`config.mk`:
```
export PLATFORM = sky130hd
export DESIGN_NAME = sstat_top
export DESIGN_NICKNAME = d
export VERILOG_FILES = /design/src/rtl/sstat_pkg.sv /design/src/rtl/sstat_flag.sv /design/src/rtl/sstat_sync.sv /design/src/rtl/sstat_top.sv
export VERILOG_INCLUDE_DIRS = /design/src /design/src/rtl
export SDC_FILE = /design/constraint.sdc
export NUM_CORES = 1
export LEC_CHECK = 0
export BUFFER_PORTS_ARGS = -buffer_cell sky130_fd_sc_hd__clkbuf_2
export CELL_PAD_IN_SITES_DETAIL_PLACEMENT = 1
export CELL_PAD_IN_SITES_GLOBAL_PLACEMENT = 2
export CORE_MARGIN = 4
export CORE_UTILIZATION = 30
export CTS_CLUSTER_SIZE = 28
export DETAILED_ROUTE_END_ITERATION = 10
export PLACE_DENSITY = 0.94
export SLEW_MARGIN = 10
export SYNTH_ARGS = -nofsm -noshare
export SYNTH_HDL_FRONTEND = slang
export SYNTH_SLANG_ARGS = --single-unit
```
`constraint.sdc`:
```
create_clock -name clk_sys -period 2.2 [get_ports clk_sys]
set_clock_uncertainty 0.1 [all_clocks]
set_input_delay 0.44 -clock clk_sys [delete_from_list [all_inputs] [get_ports clk_sys]]
set_output_delay 0.44 -clock clk_sys [all_outputs]
set_load 0.02 [all_outputs]
```
`src/rtl/sstat_defines.svh`:
```
// Offsets, field positions, reset values and counts of the status block
`ifndef SSTAT_DEFINES_SVH
`define SSTAT_DEFINES_SVH

`define SSTAT_ADDR_W        4
`define SSTAT_OFS_STATUS    4'h0
`define SSTAT_OFS_CONTROL   4'h4
`define SSTAT_OFS_EVT       4'h8
`define SSTAT_OFS_MASK      4'hC

`define SSTAT_RXCNT_MSB     28
`define SSTAT_RXCNT_LSB     24
`define SSTAT_TXCNT_MSB     20
`define SSTAT_TXCNT_LSB     16
`define SSTAT_FRAMING_FAULT_FLAG_BIT    12
`define SSTAT_BUSY_BIT      11
`define SSTAT_TUR_BIT       8
`define SSTAT_SHIFTER_EMPTY_FLAG_BIT      7
`define SSTAT_ROV_BIT       6
`define SSTAT_RBE_BIT       5
`define SSTAT_TBE_BIT       3
`define SSTAT_TBF_BIT       1
`define SSTAT_RBF_BIT       0

`define SSTAT_CTL_ON_BIT    0
`define SSTAT_CTL_ENH_BIT   1
`define SSTAT_CTL_FRM_BIT   2

`define SSTAT_EVT_W         3
`define SSTAT_EVT_FRM       0
`define SSTAT_EVT_TUR       1
`define SSTAT_EVT_ROV       2
`define SSTAT_EVT_RST       3'h0
`define SSTAT_MASK_RST      3'h0
`define SSTAT_CTL_RST       3'h0

`define SSTAT_PTR_W         4
`define SSTAT_CNT_W         5
`define SSTAT_DATA_W        32

`endif

```
`src/rtl/sstat_pkg.sv`:
```
// Types shared by the status block
package sstat_pkg;

	// Events raised by the serial unit, one-cycle pulses
	typedef struct packed {
		logic frame_err;
		logic underrun;
		logic word_done;
	} sstat_evt_t;

	// Levels that describe the buffers and the shifter
	typedef struct packed {
		logic [3:0] fifo_read_pointer;
		logic [3:0] fifo_write_pointer;
		logic [4:0] rx_count;
		logic [4:0] tx_count;
		logic       shifter_empty;
		logic       tx_empty;
		logic       tx_full;
		logic       transfer_active;
	} sstat_lvl_t;

	typedef enum logic [1:0] {
		SSTAT_IDLE = 2'h0,
		SSTAT_SHIFT = 2'h1,
		SSTAT_DONE = 2'h3
	} sstat_state_t;

endpackage

```
`src/rtl/sstat_flag.sv`:
```
// Sticky flag: hardware set wins over a same-cycle clear
`timescale 1ns/1ps
module sstat_flag (
	input  wire logic clk_sys,
	input  wire logic rst_b,
	input  wire logic set_in,
	input  wire logic clr_in,
	output logic      flag_ff
);
	// Set has priority over clear
	always_ff @(posedge clk_sys or negedge rst_b) begin
		if (!rst_b) begin
			flag_ff <= 1'b0;
		end else if (set_in) begin
			flag_ff <= 1'b1;
		end else if (clr_in) begin
			flag_ff <= 1'b0;
		end
	end
endmodule

```
`src/rtl/sstat_sync.sv`:
```
// Two-stage synchroniser for one level
`timescale 1ns/1ps
module sstat_sync (
	input  wire logic clk_sys,
	input  wire logic rst_b,
	input  wire logic d_in,
	output logic      q_out
);
	logic meta_ff;

	// First stage feeds only the second
	always_ff @(posedge clk_sys or negedge rst_b) begin
		if (!rst_b) begin
			meta_ff <= 1'b0;
			q_out   <= 1'b0;
		end else begin
			meta_ff <= d_in;
			q_out   <= meta_ff;
		end
	end
endmodule

```
`src/rtl/sstat_top.sv`:
```
// Status register, event capture and interrupt of the serial unit
// Function
// - Receive entry count is reported in bits 28-24 while deep buffering is on.
// - Transmit entry count is reported in bits 20-16 while deep buffering is on.
// - A framing fault sets bit 12, meaningful only in framed mode.
// - Bit 11 is high while a transfer is in progress and low when idle.
// - Transmit underrun in framed mode sets bit 8, cleared only by turning the unit off.
// - Bit 7 shows an empty shifter, meaningful only while deep buffering is on.
// - A word completing while the previous is unread is dropped and sets bit 6.
// - Only hardware sets the overflow bit; a software write of zero clears it.
// - Bit 5 is set when deep buffering is on and the FIFO read and write pointers are equal.
// - Unimplemented bits 31-29, 23-21, 15-13, 10-9 and 4 read as zero.
`timescale 1ns/1ps
`include "sstat_defines.svh"
module sstat_top (
	input  wire logic                       clk_sys,
	input  wire logic                       rst_b,
	input  wire logic [`SSTAT_ADDR_W-1:0]   bus_addr,
	input  wire logic [`SSTAT_DATA_W-1:0]   bus_wdata,
	input  wire logic                       bus_wr,
	input  wire logic                       bus_rd,
	output logic      [`SSTAT_DATA_W-1:0]   bus_rdata_ff,
	input  wire sstat_pkg::sstat_evt_t      unit_evt,
	input  wire sstat_pkg::sstat_lvl_t      unit_lvl,
	input  wire logic                       rx_word_read,
	input  wire logic                       frame_pin,
	output logic [`SSTAT_DATA_W-1:0]        rx_data_ff,
	input  wire logic [`SSTAT_DATA_W-1:0]   rx_word,
	output logic                            drop_word_ff,
	output logic                            unit_on_ff,
	output logic                            deep_buffer_enable_ff,
	output logic                            framed_mode_enable_ff,
	output logic                            irq_ff
);

	// Control register bits
	logic [2:0]                 ctl_ff;
	logic [2:0]                 nxt_ctl;
	logic [`SSTAT_EVT_W-1:0]    mask_ff;
	logic [`SSTAT_EVT_W-1:0]    evt_st_ff;
	logic                       rbf_ff;
	logic                       frm_sync;
	logic                       frm_prev_ff;
	logic                       framing_fault_flag;
	logic                       tx_underrun_flag;
	logic                       rx_overflow_flag;
	logic                       busy_ff;
	logic [`SSTAT_PTR_W-1:0]    rptr_ff;
	logic [`SSTAT_PTR_W-1:0]    wptr_ff;
	logic [`SSTAT_CNT_W-1:0]    rxcnt_ff;
	logic [`SSTAT_CNT_W-1:0]    txcnt_ff;
	logic                       shifter_empty_flag_ff;
	logic                       tbe_ff;
	logic                       tbf_ff;
	logic                       prev_on_ff;
	sstat_pkg::sstat_state_t    state_ff;
	sstat_pkg::sstat_state_t    nxt_state;

	// Address decode
	wire sel_status  = (bus_addr == `SSTAT_OFS_STATUS);
	wire sel_control = (bus_addr == `SSTAT_OFS_CONTROL);
	wire sel_evt     = (bus_addr == `SSTAT_OFS_EVT);
	wire sel_mask    = (bus_addr == `SSTAT_OFS_MASK);
	wire wr_status   = bus_wr & sel_status;
	wire wr_control  = bus_wr & sel_control;
	wire wr_evt      = bus_wr & sel_evt;
	wire wr_mask     = bus_wr & sel_mask;

	wire unit_on  = ctl_ff[`SSTAT_CTL_ON_BIT];
	wire deep_on  = ctl_ff[`SSTAT_CTL_ENH_BIT];
	wire framed   = ctl_ff[`SSTAT_CTL_FRM_BIT];

	// Frame pin from outside, synchronised before use
	sstat_sync u_frm_sync (
		.clk_sys (clk_sys),
		.rst_b   (rst_b),
		.d_in    (frame_pin),
		.q_out   (frm_sync)
	);

	// Frame pin pulse while busy counts as a framing fault
	wire frm_edge    = frm_sync & ~frm_prev_ff;
	wire frm_err_set = framed & unit_on &
		(unit_evt.frame_err | (frm_edge & busy_ff));

	// Underrun only counts in framed mode
	wire tur_set = framed & unit_on & unit_evt.underrun;
	// Turning the unit off clears the underrun
	wire tur_clr = prev_on_ff & ~unit_on;

	// Word arrives while previous unread: drop and flag
	wire ovf_set = unit_on & unit_evt.word_done & rbf_ff &
		~rx_word_read;
	wire word_keep = unit_on & unit_evt.word_done & ~ovf_set;

	// Software write of zero to bit 6 clears overflow
	wire rov_clr = wr_status & ~bus_wdata[`SSTAT_ROV_BIT];
	// Frame error is clearable the same way
	wire frm_clr = wr_status & ~bus_wdata[`SSTAT_FRAMING_FAULT_FLAG_BIT];

	sstat_flag u_frm_flag (
		.clk_sys (clk_sys),
		.rst_b   (rst_b),
		.set_in  (frm_err_set),
		.clr_in  (frm_clr),
		.flag_ff (framing_fault_flag)
	);

	sstat_flag u_tur_flag (
		.clk_sys (clk_sys),
		.rst_b   (rst_b),
		.set_in  (tur_set),
		.clr_in  (tur_clr),
		.flag_ff (tx_underrun_flag)
	);

	sstat_flag u_rov_flag (
		.clk_sys (clk_sys),
		.rst_b   (rst_b),
		.set_in  (ovf_set),
		.clr_in  (rov_clr),
		.flag_ff (rx_overflow_flag)
	);

	// Fields held at zero outside deep buffer mode
	wire [`SSTAT_CNT_W-1:0] rx_cnt_q = deep_on ? rxcnt_ff :
		`SSTAT_CNT_W'(0);
	wire [`SSTAT_CNT_W-1:0] tx_cnt_q = deep_on ? txcnt_ff :
		`SSTAT_CNT_W'(0);
	wire shifter_empty_flag_q = deep_on & shifter_empty_flag_ff;
	wire rbe_q  = deep_on & (rptr_ff == wptr_ff);

	// Status word assembly, unimplemented bits zero
	logic [`SSTAT_DATA_W-1:0] status_word;
	always_comb begin
		status_word = '0;
		status_word[`SSTAT_RXCNT_MSB:`SSTAT_RXCNT_LSB] = rx_cnt_q;
		status_word[`SSTAT_TXCNT_MSB:`SSTAT_TXCNT_LSB] = tx_cnt_q;
		status_word[`SSTAT_FRAMING_FAULT_FLAG_BIT] = framing_fault_flag;
		status_word[`SSTAT_BUSY_BIT]   = busy_ff;
		status_word[`SSTAT_TUR_BIT]    = tx_underrun_flag;
		status_word[`SSTAT_SHIFTER_EMPTY_FLAG_BIT]   = shifter_empty_flag_q;
		status_word[`SSTAT_ROV_BIT]    = rx_overflow_flag;
		status_word[`SSTAT_RBE_BIT]    = rbe_q;
		status_word[`SSTAT_TBE_BIT]    = tbe_ff;
		status_word[`SSTAT_TBF_BIT]    = tbf_ff;
		status_word[`SSTAT_RBF_BIT]    = rbf_ff;
	end

	// Read data mux, unmapped reads return zero
	wire [`SSTAT_DATA_W-1:0] rd_mux =
		sel_status  ? status_word :
		sel_control ? {29'h0, ctl_ff} :
		sel_evt     ? {29'h0, evt_st_ff} :
		sel_mask    ? {29'h0, mask_ff} : 32'h0;

	// Read data valid in the cycle after the strobe only
	always_ff @(posedge clk_sys or negedge rst_b) begin
		if (!rst_b) begin
			bus_rdata_ff <= 32'h0;
		end else begin
			bus_rdata_ff <= bus_rd ? rd_mux : 32'h0;
		end
	end

	// Control and mask register update
	assign nxt_ctl = wr_control ? bus_wdata[2:0] : ctl_ff;
	wire [`SSTAT_EVT_W-1:0] nxt_mask = wr_mask ?
		bus_wdata[`SSTAT_EVT_W-1:0] : mask_ff;
	always_ff @(posedge clk_sys or negedge rst_b) begin
		if (!rst_b) begin
			ctl_ff     <= `SSTAT_CTL_RST;
			prev_on_ff <= 1'b0;
			mask_ff    <= `SSTAT_MASK_RST;
		end else begin
			ctl_ff     <= nxt_ctl;
			prev_on_ff <= unit_on;
			mask_ff    <= nxt_mask;
		end
	end

	// Interrupt events: sticky, write one clears, set wins
	wire [`SSTAT_EVT_W-1:0] evt_set = {ovf_set, tur_set, frm_err_set};
	wire [`SSTAT_EVT_W-1:0] evt_clr = wr_evt ?
		bus_wdata[`SSTAT_EVT_W-1:0] : `SSTAT_EVT_RST;
	wire [`SSTAT_EVT_W-1:0] nxt_evt_st = evt_set | (evt_st_ff & ~evt_clr);
	always_ff @(posedge clk_sys or negedge rst_b) begin
		if (!rst_b) begin
			evt_st_ff <= `SSTAT_EVT_RST;
			irq_ff    <= 1'b0;
		end else begin
			evt_st_ff <= nxt_evt_st;
			irq_ff    <= |(nxt_evt_st & nxt_mask);
		end
	end

	// Receive holding buffer: full until software reads it or the unit is turned off
	always_ff @(posedge clk_sys or negedge rst_b) begin
		if (!rst_b) begin
			rbf_ff       <= 1'b0;
			rx_data_ff   <= 32'h0;
			drop_word_ff <= 1'b0;
		end else begin
			drop_word_ff <= ovf_set;
			if (!unit_on) begin
				rbf_ff <= 1'b0;
			end else if (word_keep) begin
				rbf_ff     <= 1'b1;
				rx_data_ff <= rx_word;
			end else if (rx_word_read) begin
				rbf_ff <= 1'b0;
			end
		end
	end

	// Activity state machine tracks transfers in progress
	always_comb begin
		case (state_ff)
			sstat_pkg::SSTAT_IDLE:
				nxt_state = (unit_on & unit_lvl.transfer_active) ?
					sstat_pkg::SSTAT_SHIFT : sstat_pkg::SSTAT_IDLE;
			sstat_pkg::SSTAT_SHIFT:
				nxt_state = (!unit_on | !unit_lvl.transfer_active) ?
					sstat_pkg::SSTAT_DONE : sstat_pkg::SSTAT_SHIFT;
			sstat_pkg::SSTAT_DONE:
				nxt_state = sstat_pkg::SSTAT_IDLE;
			default:
				nxt_state = sstat_pkg::SSTAT_IDLE;
		endcase
	end

	// Busy follows transfer activity of the unit
	always_ff @(posedge clk_sys or negedge rst_b) begin
		if (!rst_b) begin
			state_ff <= sstat_pkg::SSTAT_IDLE;
			busy_ff  <= 1'b0;
		end else begin
			state_ff <= nxt_state;
			busy_ff  <= unit_on & unit_lvl.transfer_active;
		end
	end

	// Snapshot of buffer levels and pointers
	always_ff @(posedge clk_sys or negedge rst_b) begin
		if (!rst_b) begin
			rptr_ff     <= 4'h0;
			wptr_ff     <= 4'h0;
			rxcnt_ff    <= 5'h00;
			txcnt_ff    <= 5'h00;
			shifter_empty_flag_ff     <= 1'b1;
			tbe_ff      <= 1'b1;
			tbf_ff      <= 1'b0;
			frm_prev_ff <= 1'b0;
		end else begin
			rptr_ff     <= unit_lvl.fifo_read_pointer;
			wptr_ff     <= unit_lvl.fifo_write_pointer;
			rxcnt_ff    <= unit_lvl.rx_count;
			txcnt_ff    <= unit_lvl.tx_count;
			shifter_empty_flag_ff     <= unit_lvl.shifter_empty;
			tbe_ff      <= unit_lvl.tx_empty;
			tbf_ff      <= unit_lvl.tx_full;
			frm_prev_ff <= frm_sync;
		end
	end

	// Mode outputs to the rest of the unit
	assign unit_on_ff            = ctl_ff[`SSTAT_CTL_ON_BIT];
	assign deep_buffer_enable_ff = ctl_ff[`SSTAT_CTL_ENH_BIT];
	assign framed_mode_enable_ff = ctl_ff[`SSTAT_CTL_FRM_BIT];

	// Overflow flag sets one cycle after a dropped word
	ovf_sets_a: assert property (
		@(posedge clk_sys) disable iff (!rst_b)
		ovf_set |=> rx_overflow_flag)
		else $error("overflow flag not set after dropped word");

	// Overflow holds unless a zero is written
	ovf_holds_a: assert property (
		@(posedge clk_sys) disable iff (!rst_b)
		rx_overflow_flag & ~rov_clr |=> rx_overflow_flag)
		else $error("overflow flag dropped without clear");

	// Set wins over a same-cycle clear
	set_wins_a: assert property (
		@(posedge clk_sys) disable iff (!rst_b)
		ovf_set & rov_clr |=> rx_overflow_flag)
		else $error("clear beat hardware set");

	// Underrun survives until the unit is turned off
	tur_holds_a: assert property (
		@(posedge clk_sys) disable iff (!rst_b)
		tx_underrun_flag & unit_on |=> tx_underrun_flag)
		else $error("underrun cleared while unit on");

	// Framing fault only in framed mode
	frm_gate_a: assert property (
		@(posedge clk_sys) disable iff (!rst_b)
		$rose(framing_fault_flag) |-> $past(framed))
		else $error("frame error outside framed mode");

	// Busy follows activity with one cycle of delay
	busy_track_a: assert property (
		@(posedge clk_sys) disable iff (!rst_b)
		unit_on & unit_lvl.transfer_active ##1 1'b1 |-> busy_ff)
		else $error("busy not raised for a transfer");

	// Empty bit equals pointer match in deep mode
	rbe_match_a: assert property (
		@(posedge clk_sys) disable iff (!rst_b)
		deep_on |-> status_word[`SSTAT_RBE_BIT] == (rptr_ff == wptr_ff))
		else $error("rx empty does not match pointers");

	// Reserved bits of status read back zero
	resv_zero_a: assert property (
		@(posedge clk_sys) disable iff (!rst_b)
		bus_rd & sel_status |=> (bus_rdata_ff & 32'hE0E0E610) == 32'h0)
		else $error("reserved status bits not zero");

	// Counts, shifter and empty bits read zero outside deep mode
	cnt_gate_a: assert property (
		@(posedge clk_sys) disable iff (!rst_b)
		!deep_on |-> status_word[28:16] == 13'h0000 &&
		!status_word[`SSTAT_SHIFTER_EMPTY_FLAG_BIT] && !status_word[`SSTAT_RBE_BIT])
		else $error("levels visible outside deep mode");

	// Shift state only while busy is shown
	shift_busy_a: assert property (
		@(posedge clk_sys) disable iff (!rst_b)
		state_ff == sstat_pkg::SSTAT_SHIFT |-> busy_ff)
		else $error("shift state without busy");

	// Busy drops once the unit is off
	busy_idle_a: assert property (
		@(posedge clk_sys) disable iff (!rst_b)
		!unit_on |=> !busy_ff)
		else $error("busy while unit off");

	// Underrun rises only from a framed, enabled unit
	tur_framed_a: assert property (
		@(posedge clk_sys) disable iff (!rst_b)
		$rose(tx_underrun_flag) |-> $past(tur_set))
		else $error("underrun outside framed mode");

	// Overflow rises only from a hardware drop
	ovf_hw_only_a: assert property (
		@(posedge clk_sys) disable iff (!rst_b)
		$rose(rx_overflow_flag) |-> $past(ovf_set))
		else $error("overflow set without a drop");

	// Dropped word leaves the held word alone
	drop_keep_a: assert property (
		@(posedge clk_sys) disable iff (!rst_b)
		ovf_set |=> drop_word_ff && $stable(rx_data_ff) &&
		evt_st_ff[`SSTAT_EVT_ROV])
		else $error("dropped word not discarded");

	// Interrupt line follows unmasked event bits
	irq_level_a: assert property (
		@(posedge clk_sys) disable iff (!rst_b)
		irq_ff == |(evt_st_ff & mask_ff))
		else $error("interrupt does not match events");

endmodule

```
* Yosys cells after proc, flatten, opt, wreduce, memory -nomap -nowiden
Index checks and enable logic that the tools add are counted.
** Cells by class
- Magnitude comparators :: 0
- Multiply operators :: 0
- Reductions and logical operators :: 6
- Equality and inequality tests :: 5
- Shift operators :: 0
- Add/subtract/negate cells :: 0
- Div/mod/pow operators :: 0
- Multiplexer cells :: 18
- Bitwise logic cells :: 30
** Operators with widths (number)
- $mux W29 :: 2
- $and A1 B1 Y1 :: 19
- $mux W3 :: 5
- $mux W5 :: 2
- $mux W1 :: 9
- $eq A4 B4 Y1 const B :: 2
- $and A3 B3 Y3 :: 2
- $not A1 Y1 :: 6
- $reduce_bool A2 Y1 :: 3
- $eq A4 B3 Y1 const B :: 1
- $eq A4 B4 Y1 :: 1
- $logic_not A4 Y1 :: 1
- $ne A3 B2 Y1 const B :: 1
- $not A3 Y3 :: 1
- $or A3 B3 Y3 :: 1
- $reduce_or A3 Y1 :: 1
- $reduce_and A2 Y1 :: 1
- $or A1 B1 Y1 :: 1
** Storage, ports and cells
- Output and inout bits :: 69
- Bits in writable memories :: 0
- Bits in latches :: 0
- Register bits :: 102
- Memories :: 0
- Memory bits (read-only) :: 0
- Logic and storage cells :: 82
- Input bits :: 99

* Logic depth before layout (Yosys ltp)
- Word-level depth :: 8
- Mapped depth :: 5
- Gate-level depth less buffers :: 4

* By module
Synthesis repeated with hierarchy kept, for this count alone.
** Unflattened totals
- Cell total of the unflattened synthesis :: 224
- Area, all modules :: 3405.8 um^2
** By module, submodules not included
- sstat_top :: times used 1, area each 3246.9 um^2, cells each 213, sequential area each 2204.6 um^2
- sstat_flag :: times used 3, area each 36.3 um^2, cells each 3, sequential area each 25.0 um^2
- sstat_sync :: times used 1, area each 50.0 um^2, cells each 2, sequential area each 50.0 um^2

* Worst setup path before layout
Ideal clock, no wire load.
- Path type :: reg-to-reg
- Start point :: register ctl_ff[0]
- End point :: register rx_data_ff[11]
- Cell stages (with the launch flop) :: 5
- Required time :: 1975 ps
- Period minus slack after synthesis :: 1575 ps
- Path buffers :: 1
- Slack :: 625 ps
- Arrival time :: 1350 ps
- Library setup time :: 125 ps
- Path through :: dfrtp_1 > nand2_1 > nor2_4 > clkbuf_8 > mux2_2
** On the way
- Word-level cells in the longest chain between the ends :: 6
** RTL lines
- start: declaration :: RTL line sstat_top.sv:37 : logic [2:0] ctl_ff;
- start signal: assignment :: RTL line sstat_top.sv:172 : ctl_ff <= `SSTAT_CTL_RST;
- start signal: assignment :: RTL line sstat_top.sv:176 : ctl_ff <= nxt_ctl;
- $and A1 B1 Y1 :: RTL line sstat_top.sv:92, sstat_top.sv:94
- $and A1 B1 Y1 (2 in a row) :: RTL line sstat_top.sv:92 : wire ovf_set = unit_on & unit_evt.word_done & rbf_ff &
- $not A1 Y1 :: RTL line sstat_top.sv:94 : wire word_keep = unit_on & unit_evt.word_done & ~ovf_set;
- $and A1 B1 Y1 :: RTL line sstat_top.sv:94
- $reduce_and A2 Y1 (no line) (*)
- end signal: assignment :: RTL line sstat_top.sv:209 : rx_data_ff <= rx_word;
- end: declaration :: RTL line sstat_top.sv:27 : output logic [`SSTAT_DATA_W-1:0] rx_data_ff,
Mark *: on every way between the ends. The rest lies on a longest branch, timed or not.
A chain may end at the register's enable or synchronous reset.

* Worst setup path in the final report
- Start point :: register ctl_ff[1]
- End point :: output deep_buffer_enable_ff
** RTL lines
- end: declaration :: RTL line sstat_top.sv:31 : output logic deep_buffer_enable_ff,
No word-level cell between the ends.

==> impl_metrics.py <==
metrics = {
    "yosys": {
        "yosys_warnings": 0,
        "synth_area_um2": 3410,
        "ys_seq_area_share_pct": 68.4,
        "synth.avg_cell_area_um2": 15.1,
        "yosysUniqueCellTypes": 39,
        "synthCells": 225,
        "ys_ff_latch": 93,
    },
    "worst_setup_path": {
        "worst_path_max_delay_cell": "dfrtp_1",
        "required_ps": 1660,
        "cp-start-kind": "register",
        "worstPathMaxFanout": 15,
        "path_cells": "clkbuf_2",
        "worst-path-buf-inv": 1,
        "cpLargestDelayFamily": "flip-flops",
        "cp.arrival_ps": 1180,
        "r2r_setup_slack_ps": 690,
        "crit_type": "register to primary output",
        "crit_path_max_incr_delay_ps": 600,
        "cp-end-kind": "primary output",
    },
    "grt": {
        "track_usage_pct": 12.3,
        "grt_pass1_vias": 2393,
        "antenna_found_initial": 0,
        "grt_pass1_wl_um": 12500,
        "grt_max_degree": 94,
        "gr-total-overflow": 0,
    },
    "clock_network": {
        "cts.sinks": 93,
        "postCtsSetupBuffers": 0,
        "cts_max_path_buffers": 2,
        "cts_resized": 0,
        "cts_tree": "yes",
        "cts-root-buf": "clkbuf_16",
        "cts-htree-levels": 3,
        "holdBufCountCts": 0,
        "numCtsBuffers": 9,
        "insertion_delay_ps": 330,
        "clkSlewWorstSetupHoldPaths_ps": 70,
    },
    "detailed_routing": {
        "wl_per_cell_um": 15.2,
        "drt-initial-drc-count": 44,
        "route.detailed.drc": 0,
        "first_pass_iters": 4,
        "vias_per_cell": 4.32,
        "wl_um": 7690,
        "final_antenna_net_count": 0,
        "num_vias": 2184,
    },
    "placed_design": {
        "dp_cells": 489,
        "port_buffers": 128,
        "hpwl_um": 5840,
        "gp_congestion": 0.718,
    },
    "power": {
        "vdd_ir_drop_max_mv": 0.447,
        "p_total_mw": 4.98,
        "p_per_area_nw_per_um2": 1120,
        "clkPwrFrac_pct": 29.2,
        "p_int_mw": 3.42,
        "p_sw_share_pct": 31.5,
        "comb_power_share_pct": 25.3,
        "p_switching_mw": 1.57,
        "pwr-share-seq_pct": 45.5,
        "p_leak_nw": 2.30,
    },
    "floorplanning": {
        "fp.dieH_um": 115,
        "die-area_um2": 13100,
        "rows": 38,
        "pin_count": 168,
        "placeableCoreArea_um2": 11000,
        "start_util_pct": 31.0,
        "die_x_um": 115,
    },
    "sta": {
        "fin_crit_sh_pct": 78.3,
        "worstMarginPinSlew_ps": 569,
        "maxSlewHeadroom_pct": 62.0,
        "setup-tns-final_ps": 0,
        "slew_viol_final": 0,
        "setup_viol": 0,
        "report.final.hold_viol_count": 0,
        "period_minus_slack_ps": 1720,
        "rsz0062_at_grt": "no",
        "fmax_mhz": 581,
        "holdWs_ps": 22.3,
    },
    "hold_path": {
        "hp-class": "input port to asynchronous set/reset pin",
    },
    "final_layout": {
        "fin_util_pct": 40.5,
        "fillerInstances": 1222,
        "n_antenna_cell": 0,
        "nets": 459,
        "final_cells": 505,
        "drive_above_1_share_pct": 52.9,
        "area_growth_pct": 30.6,
    },
    "outcome": {
        "status": "finished clean",
    },
    "run": {
        "maxCapViolCount": 0,
    },
}
-- metrics by stage --
stage          worst slack [ps]  cell area [um2]
2_1_floorplan               625             3450
4_1_cts                     430             4450
3_3_place_gp                479             4160
5_1_grt                     353             4450
6_report                    478             4450
3_5_place_dp                432             4160
-- cell type report --
cell class / instances / area (um2) / share of cell area, %
Multi-Input combinational cell: 117 / 935 / 21.0
Tap cell: 140 / 175 / 3.94
Inverter: 7 / 26.3 / 0.591
Timing Repair Buffer: 132 / 698 / 15.7
Sequential cell: 93 / 2330 / 52.4
Clock buffer: 10 / 239 / 5.37
Clock inverter: 6 / 45.0 / 1.01
-- kinds of logic (layout without fill, tap and decap cells) --
group | after synthesis | count (layout) | share of synthesized area [%]
DFF | 93 | 93 | 68.4
and+or+nand+nor | 49 | 49 | 9.18
muxes | 39 | 39 | 13.5
buffers and inverters | 26 | 155 | 5.36
AOI/OAI and AO/OA | 13 | 13 | 2.42
xor gates and xnor gates | 4 | 4 | 1.03
other | 1 | 12 | 0.110
-- power by group through the flow --
| stage | combinational (mW) | sequential, mW | clock [mW] |
|---|---|---|---|
| 5_1_grt | 1.38 | 2.32 | 1.60 |
| 3_5_place_dp | 1.29 | 2.31 | 0 |
| 6_report | 1.26 | 2.27 | 1.46 |
| 2_1_floorplan | 0.466 | 2.62 | 0 |
| 3_3_place_gp | 1.26 | 2.28 | 0 |
| 4_1_cts | 1.29 | 2.28 | 1.52 |
-- synth_stat cells --
cell       n  area [um2]
buf_6      2        22.5
dfrtp_1   91        2280
nor2b_1    2        12.5
nand2_1    8        30.0
and3_1    13        81.3
mux2_1     2        22.5
xor2_1     4        35.0
nand2b_1   1        6.26
o21ai_0    4        20.0
nand3_1    3        15.0
buf_4     13        97.6
mux2_2    33         372
and2b_1    2        15.0
clkbuf_8   2        27.5
nor2_2     1        6.26
nor3_4     1        16.3
o211ai_1   1        7.51
nor2_4     1        11.3
clkbuf_1   1        3.75
dfstp_2    2        52.6
and3b_1    1        8.76
nor4_1     1        6.26
or2_2      2        12.5
and4_2     1        10.0
a21oi_1    1        5.00
nor2_1     4        15.0
a21boi_1   2        15.0
mux4_2     2        45.0
nor3b_4    1        18.8
a31oi_1    2        12.5
nand3_2    1        10.0
mux2i_1    2        20.0
buf_2      1        5.00
o22ai_1    1        6.26
and2_1     6        37.5
conb_1     1        3.75
o221ai_1   1        8.76
o21a_1     1        7.51
inv_1      7        26.3
-- routing by layer --
metal,global-route usage [%],routed length [um]
met1,14.9,3120
met2,20.5,3750
met3,4.33,742
met4,3.80,75
met5,0,0
-- path summary, 6_finish.rpt --
check | startpoint | to | cells after the start
setup / recovery | ctl_ff[1] | deep_buffer_enable_ff | 1
hold / removal | rst_b | evt_st_ff[1] | 2
setup reg to reg | rbf_ff | rx_data_ff[5] | 4
hold reg to reg | u_frm_sync.meta_ff | u_frm_sync.q_out | 0
max in group asynchronous | rst_b | rx_data_ff[16] | 2
min in group clk_sys | unit_lvl[3] | shifter_empty_flag_ff | 1
-- flip-flops by register name (all words and copies together), names as in the netlist, 3 cells and up --
register,flops
mask_ff,3
ctl_ff,3
rptr_ff,4
rxcnt_ff,5
wptr_ff,4
txcnt_ff,5
bus_rdata_ff,20
evt_st_ff,3
rx_data_ff,32
-- cell usage in the layout (no fill, tap or decap), drive strengths merged --
| cell type | instances |
|---|---|
| nand2b | 1 |
| o21ai | 4 |
| mux4 | 2 |
| nor2 | 6 |
| nor4 | 1 |
| inv | 9 |
| mux2 | 35 |
| nor3b | 1 |
| and2 | 6 |
| o21a | 1 |
| dfrtp | 91 |
| a31oi | 2 |
| o22ai | 1 |
| or2 | 2 |
| and3b | 1 |
| o221ai | 1 |
| buf | 5 |
| dfstp | 2 |
| and4 | 1 |
| a21boi | 2 |
| o211ai | 1 |
| conb | 12 |
| and2b | 2 |
| a21oi | 1 |
| and3 | 13 |
| nor2b | 2 |
| clkbuf | 137 |
| nand2 | 8 |
| nand3 | 4 |
| nor3 | 1 |
| xor2 | 4 |
| mux2i | 2 |
| clkinv | 4 |
(Power assumes the default switching activity.)
